<file path="src/pbseq_pkg.sv">
// Purpose: Constants and carrier types for the push-button power sequencer
// Assumes: SYS_CLK at 100 MHz; all analog comparators arrive as raw pins
// Notes:   Times are given in microseconds and converted to cycles here
// How it works
// - Power enable only after button held with supply good for whole debounce
// - Debounced power button press in normal operation asserts interrupt low
// - Supply undervoltage in normal operation also asserts interrupt low
// - Both buttons held through long-push delay pulse reset or drop power
// - Host raising hold-confirm during startup keeps power enable on
// - Host lowering hold-confirm in normal operation drops power enable
// - Internal pull-down on hold-confirm active only during startup
// - Second button watched for falling edges only after power-up completes
// - Long-push delay ends when delay capacitor comparator reports threshold
// - Without delay capacitor long push follows minimum interrupt time directly
// - Reference enable on one cycle as startup begins, off through reset pulse, on after it ends, off in standby
// - Supply comparator watched during startup and normal operation
// - Both buttons are active low, idle high
// - Supply dip during debounce clears counter, restarts on recovery
// - Held variant drops power if button released while hold-confirm low
// - Hold-confirm low at blanking window end drops power immediately
// - Valid startup drives reset low for the reset pulse time
package pbseq_pkg;

  localparam int CLK_MHZ            = 100;
  localparam int DEBOUNCE_US        = 30000;
  localparam int INT_MIN_US         = 30000;
  localparam int RESET_PULSE_US     = 200000;
  localparam int ON_BLANK_US        = 3000000;
  localparam int DEBOUNCE_CYC       = DEBOUNCE_US * CLK_MHZ;
  localparam int INT_MIN_CYC        = INT_MIN_US * CLK_MHZ;
  localparam int RESET_PULSE_CYC    = RESET_PULSE_US * CLK_MHZ;
  localparam int ON_BLANK_CYC       = ON_BLANK_US * CLK_MHZ;
  localparam int CNT_W              = 32;
  localparam logic [2:0] SYNC_RESET = 3'h7;

  typedef enum logic {
    ACT_RESET_PULSE,
    ACT_POWER_OFF
  } long_push_action_t;

  typedef enum logic {
    START_BUTTON_HELD,
    START_BLANKING
  } startup_variant_t;

  typedef struct packed {
    logic power_button_n;
    logic second_button_n;
    logic hold_confirm;
    logic supply_low_flag;
    logic delay_cap_threshold;
  } pins_in_t;

endpackage : pbseq_pkg

</file>
<file path="src/pbseq_sync.sv">
// Purpose: Three-stage synchroniser with agreement filter for one pin
// Assumes: Input is asynchronous to SYS_CLK
// Notes:   Output follows only once stages two and three agree
`timescale 1ns/1ps
`default_nettype none
module pbseq_sync
(
  input  wire logic SYS_CLK,
  input  wire logic RST_N,
  input  wire logic RESET_VALUE,
  input  wire logic PIN,
  output var  logic LEVEL
);
  logic [2:0] stage_reg;
  logic       level_reg;
  logic       agree;

  assign agree = (stage_reg[1] == stage_reg[2]);
  assign LEVEL = level_reg;

  always_ff @(posedge SYS_CLK or negedge RST_N)
  begin
    if (!RST_N)
    begin
      stage_reg <= 3'h7;
      level_reg <= 1'b1;
    end
    else
    begin
      stage_reg <= {stage_reg[1:0], PIN};
      if (agree)
        level_reg <= stage_reg[2];
    end
  end
endmodule : pbseq_sync
`default_nettype wire

</file>
<file path="src/pbseq_top.sv">
// Purpose: Push-button power sequencer core
// Assumes: Comparator flags and buttons are raw asynchronous pins
// Notes:   Open-drain outputs are modelled as active-low levels
`timescale 1ns/1ps
`default_nettype none
module pushbutton_power_sequencer
#(
  parameter pbseq_pkg::long_push_action_t LONG_ACTION = pbseq_pkg::ACT_RESET_PULSE,
  parameter pbseq_pkg::startup_variant_t  START_MODE  = pbseq_pkg::START_BUTTON_HELD,
  parameter bit                           DELAY_CAP_FITTED = 1'b1,
  parameter int                           DEBOUNCE_CYC     = pbseq_pkg::DEBOUNCE_CYC,
  parameter int                           INT_MIN_CYC      = pbseq_pkg::INT_MIN_CYC,
  parameter int                           RESET_PULSE_CYC  = pbseq_pkg::RESET_PULSE_CYC,
  parameter int                           ON_BLANK_CYC     = pbseq_pkg::ON_BLANK_CYC
)
(
  input  wire logic              SYS_CLK,
  input  wire logic              RST_N,
  input  wire pbseq_pkg::pins_in_t PINS,
  output var  logic              POWER_ENABLE,
  output var  logic              INT_N,
  output var  logic              RESET_N,
  output var  logic              BUTTON_STATE_OUT_N,
  output var  logic              SUPPLY_LOW_N,
  output var  logic              REF_ENABLE,
  output var  logic              HOLD_PULLDOWN_EN
);
  import pbseq_pkg::*;

  typedef enum logic [2:0] {
    ST_STANDBY,
    ST_DEBOUNCE,
    ST_STARTUP,
    ST_NORMAL,
    ST_LONG_WAIT
  } state_t;

  state_t            state_reg;
  state_t            state_next;
  logic [CNT_W-1:0]  cnt_reg;
  logic [CNT_W-1:0]  rst_cnt_reg;
  logic [CNT_W-1:0]  int_cnt_reg;
  logic              pb_n;
  logic              sr_n;
  logic              hold;
  logic              low;
  logic              cap_hit;
  logic              sr_prev_reg;
  logic              sr_armed_reg;
  logic              en_reg;
  logic              int_reg;
  logic              rst_reg;
  logic              bout_reg;
  logic              ref_reg;
  logic              pd_reg;
  logic              low_reg;

  pbseq_sync u_pb  (.SYS_CLK(SYS_CLK), .RST_N(RST_N), .RESET_VALUE(1'b1),
                    .PIN(PINS.power_button_n), .LEVEL(pb_n));
  pbseq_sync u_sr  (.SYS_CLK(SYS_CLK), .RST_N(RST_N), .RESET_VALUE(1'b1),
                    .PIN(PINS.second_button_n), .LEVEL(sr_n));
  pbseq_sync u_hc  (.SYS_CLK(SYS_CLK), .RST_N(RST_N), .RESET_VALUE(1'b1),
                    .PIN(PINS.hold_confirm), .LEVEL(hold));
  pbseq_sync u_low (.SYS_CLK(SYS_CLK), .RST_N(RST_N), .RESET_VALUE(1'b1),
                    .PIN(PINS.supply_low_flag), .LEVEL(low));
  pbseq_sync u_cap (.SYS_CLK(SYS_CLK), .RST_N(RST_N), .RESET_VALUE(1'b1),
                    .PIN(PINS.delay_cap_threshold), .LEVEL(cap_hit));

  // Synchroniser resets high, so buttons read idle but supply and delay flags read asserted; supply_low_flag pin is high=low supply

  wire pb_pressed   = !pb_n;
  wire both_pressed = !pb_n && !sr_n && sr_armed_reg;
  wire cnt_done_db  = (cnt_reg >= CNT_W'(DEBOUNCE_CYC - 1));
  wire cnt_done_bl  = (cnt_reg >= CNT_W'(ON_BLANK_CYC - 1));
  wire cnt_done_im  = (cnt_reg >= CNT_W'(DEBOUNCE_CYC + INT_MIN_CYC - 1));
  wire reset_busy   = (rst_cnt_reg != '0);
  // no capacitor means long push right after the minimum interrupt time
  wire delay_over   = DELAY_CAP_FITTED ? cap_hit : 1'b1;
  wire sr_fall      = sr_prev_reg && !sr_n;
  wire pb_int       = pb_pressed && (cnt_reg >= CNT_W'(DEBOUNCE_CYC - 1)) && !low;

  always_comb
  begin
    state_next = state_reg;
    case (state_reg)
      ST_STANDBY:
        if (pb_pressed && !low)
          state_next = ST_DEBOUNCE;
      ST_DEBOUNCE:
        if (!pb_pressed)
          state_next = ST_STANDBY;
        else if (cnt_done_db && !low)
          state_next = ST_STARTUP;
      ST_STARTUP:
        if (START_MODE == START_BUTTON_HELD && !pb_pressed && !hold)
          state_next = ST_STANDBY;
        else if (cnt_done_bl)
          state_next = hold ? ST_NORMAL : ST_STANDBY;
      ST_NORMAL:
        if (!hold)
          state_next = ST_STANDBY;
        else if (both_pressed && cnt_done_im)
          state_next = ST_LONG_WAIT;
      ST_LONG_WAIT:
        if (!hold)
          state_next = ST_STANDBY;
        else if (!both_pressed)
          state_next = ST_NORMAL;
        else if (delay_over)
          state_next = (LONG_ACTION == ACT_POWER_OFF) ? ST_STANDBY : ST_STARTUP;
      default:
        state_next = ST_STANDBY;
    endcase
  end

  always_ff @(posedge SYS_CLK or negedge RST_N)
  begin
    if (!RST_N)
      state_reg <= ST_STANDBY;
    else
      state_reg <= state_next;
  end

  // Shared timer: debounce (with supply check), blanking, and press length in normal
  always_ff @(posedge SYS_CLK or negedge RST_N)
  begin
    if (!RST_N)
      cnt_reg <= '0;
    else if (state_next != state_reg)
      cnt_reg <= '0;
    else if (state_reg == ST_DEBOUNCE && low)
      cnt_reg <= '0;
    else if (state_reg == ST_NORMAL && !pb_pressed)
      cnt_reg <= '0;
    else if (cnt_reg != '1)
      cnt_reg <= cnt_reg + 1'b1;
  end

  always_ff @(posedge SYS_CLK or negedge RST_N)
  begin
    if (!RST_N)
      rst_cnt_reg <= '0;
    else if (state_next == ST_STARTUP && state_reg != ST_STARTUP)
      rst_cnt_reg <= CNT_W'(RESET_PULSE_CYC);
    else if (reset_busy)
      rst_cnt_reg <= rst_cnt_reg - 1'b1;
  end

  // Interrupt stays low at least the minimum time once raised
  always_ff @(posedge SYS_CLK or negedge RST_N)
  begin
    if (!RST_N)
      int_cnt_reg <= '0;
    else if (state_reg == ST_NORMAL && (pb_int || low))
      int_cnt_reg <= CNT_W'(INT_MIN_CYC);
    else if (int_cnt_reg != '0)
      int_cnt_reg <= int_cnt_reg - 1'b1;
  end

  // Second button edges count only after power-up
  always_ff @(posedge SYS_CLK or negedge RST_N)
  begin
    if (!RST_N)
    begin
      sr_prev_reg  <= 1'b1;
      sr_armed_reg <= 1'b0;
    end
    else
    begin
      sr_prev_reg <= sr_n;
      if (state_reg != ST_NORMAL && state_reg != ST_LONG_WAIT)
        sr_armed_reg <= 1'b0;
      else if (sr_fall)
        sr_armed_reg <= 1'b1;
      else if (sr_n)
        sr_armed_reg <= 1'b0;
    end
  end

  always_ff @(posedge SYS_CLK or negedge RST_N)
  begin
    if (!RST_N)
    begin
      en_reg   <= 1'b0;
      int_reg  <= 1'b1;
      rst_reg  <= 1'b1;
      bout_reg <= 1'b1;
      ref_reg  <= 1'b0;
      pd_reg   <= 1'b0;
      low_reg  <= 1'b1;
    end
    else
    begin
      en_reg   <= (state_next == ST_STARTUP || state_next == ST_NORMAL ||
                   state_next == ST_LONG_WAIT);
      int_reg  <= !(state_reg == ST_NORMAL && (pb_int || low || int_cnt_reg != '0));
      rst_reg  <= !reset_busy;
      bout_reg <= !(pb_pressed && !low);
      // Reference is on one cycle as startup begins, off through the reset pulse, then on; standby kills it
      ref_reg  <= (state_next != ST_STANDBY) && (state_next != ST_DEBOUNCE) &&
                  !reset_busy;
      pd_reg   <= (state_next == ST_STARTUP);
      low_reg  <= !(low && state_reg != ST_STANDBY);
    end
  end

  assign POWER_ENABLE       = en_reg;
  assign INT_N              = int_reg;
  assign RESET_N            = rst_reg;
  assign BUTTON_STATE_OUT_N = bout_reg;
  assign SUPPLY_LOW_N       = low_reg;
  assign REF_ENABLE         = ref_reg;
  assign HOLD_PULLDOWN_EN   = pd_reg;
endmodule : pushbutton_power_sequencer
`default_nettype wire

</file>
<file path="config.mk">
export PLATFORM = sky130hd
export DESIGN_NAME = pushbutton_power_sequencer
export DESIGN_NICKNAME = d
export VERILOG_FILES = /design/src/pbseq_pkg.sv /design/src/pbseq_sync.sv /design/src/pbseq_top.sv
export SDC_FILE = /design/constraint.sdc
export NUM_CORES = 1
export LEC_CHECK = 0
export BUFFER_PORTS_ARGS = -buffer_cell sky130_fd_sc_hd__buf_2
export CAP_MARGIN = 20
export CORE_MARGIN = 2
export CORE_UTILIZATION = 45
export DETAILED_ROUTE_END_ITERATION = 8
export SLEW_MARGIN = 15
export SYNTH_ARGS = -nofsm -noshare
export SYNTH_HDL_FRONTEND = slang
export SYNTH_SLANG_ARGS = --single-unit
export TNS_END_PERCENT = 50
</file>
<file path="constraint.sdc">
create_clock -name SYS_CLK -period 5.2 [get_ports SYS_CLK]
set_clock_uncertainty 0.15 [all_clocks]
set_input_delay 0.26 -clock SYS_CLK [delete_from_list [all_inputs] [get_ports SYS_CLK]]
set_output_delay 0.26 -clock SYS_CLK [all_outputs]
set_load 0.005 [all_outputs]
</file>
==> results_dict.tcl <==
set metrics [dict create \
    outcome "completed" \
    crit_fanout 10 \
    drtPass1Iterations 5 \
    cts_buffers 17 \
    avgRoutedWirePerCell_microns 14.99 \
    clockBufferDepth 2 \
    drv_cap 0 \
    p_per_area_mw_per_mm2 338.2 \
    grt_pass1_vias 4639 \
    drt_iter0_drc 433 \
    r2r_end "rst_cnt_reg[7]" \
    r2r_cells 9 \
    yosys-top-cells-area "dfrtp_1 41%, dfstp_2 10%, xnor2_1 6.9%" \
    cp-end-kind "flip-flop" \
    n_antenna_cell 0 \
    place_ws_ns 1.880 \
    drive_gt1_share_pct 12.05 \
    port_buffers 13 \
    nets 669 \
    grt_max_degree 81 \
    setup_violations 0 \
    grtUsageTotal_pct 18.78 \
    syn_nets 660 \
    fin_setup_tns_ns 0 \
    hold_violations 0 \
    crit_required_ns 5.32 \
    max_freq_mhz 299.5 \
    tightest_slew_ns 0.9873 \
    min_period_ns 3.339 \
    clk_latency_ns 0.42 \
    cts-resized-gates 0 \
    clkTransAtPathRegs_ns 0.06 \
    synth.largest_area_cell "dfrtp_1" \
    critPathBufInv 1 \
    synth_ff_type "dfrtp_1" \
    final_max_slew_viol_count 0 \
    synth.distinct_cells 55 \
    viasPerCell 5.553 \
    peakVddDrop_mv 0.2292 \
    cp_slowest_stage_delay_ns 0.68 \
    postRouteAntennaNets 0 \
    rrSetupSlack_ns 1.86 \
    die_y_microns 122.6 \
    cp_top_family "simple AND/OR/NAND/NOR gates" \
    rows 43 \
    finalCritPeriodShare_pct 64.21 \
    final.setup.worst_slack_ns 1.861 \
    core_sq_mm 0.01383 \
    path_cells "inv_1 > ha_1 > nor3b_1 > nor4b_1 > or4b_1 > or3b_1 > nor4_1 > xnor2_2 > nor2_1" \
    clock-sinks 128 \
    arrival_ns 3.46 \
    area_growth_pct 14.08 \
    pin_count 14 \
    rsz0062_at_grt "no" \
    clock-root-buffer "clkbuf_16" \
    r2r-start "rst_cnt_reg[0]" \
    yosysWarningCount 0 \
    routed_wl_microns 12770 \
    grt_overflow 0 \
    grt_pass1_wl_microns 22160 \
    place_area_sq_mm 0.006491 \
    cp_slowest_cell "or4b_1" \
    syn_inst 650 \
    synthTopCellsByCount "103 x dfrtp_1, 103 x nor2_1, 50 x xnor2_1, 48 x nand2_1, 34 x nor3_1" \
    antenna_found_initial 0 \
    ys_ff_latch 128 \
    syn-cell-area_sq_mm 0.006326 \
    drcViolationCount 0 \
    async_flop_share_pct 100.0 \
    hold_class "input port to asynchronous set/reset pin" \
    die_area_sq_mm 0.01502 \
    relSlewSlack_pct 34.18 \
    dp_hpwl_microns 8425 \
    die_w_microns 122.6 \
    cts_tree "yes" \
    vias 4731 \
    cp-start-kind "flip-flop" \
    path_class "flip-flop to flip-flop" \
    synth.top_cell.area_share_pct 40.74 \
    cellLeakagePower_nw 3.262 \
    yosysSeqAreaShare_pct 51.13 \
    avgSynthCellArea_sq_um 9.732 \
    final_cell_area_sq_mm 0.007217 \
    start_util_pct 45.75 \
    p_total_mw 2.441 \
    htree_levels 4 \
    synth_edf_count 0 \
    gp_congestion 0.9074 \
]
## timing repair
| action | 4_1_cts | 5_1_grt |
|---|---|---|
| buffers inserted | 0 | 0 |
| hold buffers | 6 | 0 |
| endpoints found under the hold margin | 73 | 0 |
## logic make-up (layout without fill, tap and decap cells)
kind of cell | after synthesis | after routing | share of synthesized area, %
fa+ha+maj | 8 | 8 | 1.385
mux | 1 | 1 | 0.1780
buf+inv | 43 | 65 | 2.848
flops | 128 | 128 | 51.13
simple gates | 336 | 336 | 27.57
xor+xnor | 84 | 84 | 11.75
compound gates | 50 | 50 | 5.142
## placed cells by master, fill, tap and decap left out, types with 7 or more instances in the layout
master and n:
dfrtp_1 103, nor2_1 103, xnor2_1 50, nand2_1 48, nor3_1 34, xor2_1 33
dfstp_2 25, nand3_1 24, nor4_1 23, nand4_1 19, clkbuf_16 17, a21oi_1 13
inv_1 12, or4_1 12, buf_2 12, or3_1 11, nand2b_1 10, o21ai_0 9
and3_1 8, nor2b_1 7
## worst max-delay path by stage
stage / slack [ns] / end / cells after the start / from
after floorplan: 2.39 / rst_cnt_reg[23] / 9 / rst_cnt_reg[10]
after CTS: 1.84 / cnt_reg[11] / 7 / cnt_reg[13]
after global placement: 1.89 / cnt_reg[28] / 7 / cnt_reg[13]
after global routing: 1.57 / rst_cnt_reg[19] / 9 / rst_cnt_reg[0]
final: 1.86 / rst_cnt_reg[7] / 9 / rst_cnt_reg[0]
after detailed placement: 1.88 / cnt_reg[11] / 7 / cnt_reg[13]
## area by class of cell
class                           count  area (sq um)
Clock buffer                       22         454.2
Clock inverter                     10         183.9
Fill cell                        1194          6610
Inverter                           12         45.04
Multi-Input combinational cell    479          2912
Sequential cell                   128          3234
Tap cell                          180         225.2
Timing Repair Buffer               21         162.7
## per-layer routing
layer / wire length (microns) / part of all wire [%] / vias up / GRT usage (%)
met1: 5989 / 47 / 2322 / 24.73
met2: 6026 / 47 / 98 / 28.96
met5: 0 / 0 / - / 0
met3: 501 / 3.9 / 23 / 5.530
li1: - / - / 2288 / -
met4: 251 / 2.0 / 0 / 7.902
## through the flow
stage / std cells / util (%) / hold slack (ns)
2_1_floorplan: 650 / - / -0.1856
3_3_place_gp: 813 / 46.95 / 0.1954
3_5_place_dp: 813 / 46.95 / 0.1968
4_1_cts: 851 / 52.00 / 0.1992
5_1_grt: 852 / 52.19 / 0.1079
6_report: 852 / 52.19 / 0.09759
## power by group
part	internal [mW]	total (mW)	switching [mW]	leakage, nW
registers	1.03	1.06	0.0261	1.70
clock network	0.862	1.29	0.427	0.304
logic	0.0311	0.0960	0.0650	1.26
total	1.92	2.44	0.518	3.26
No activity file was read; power rests on OpenSTA's default activity.
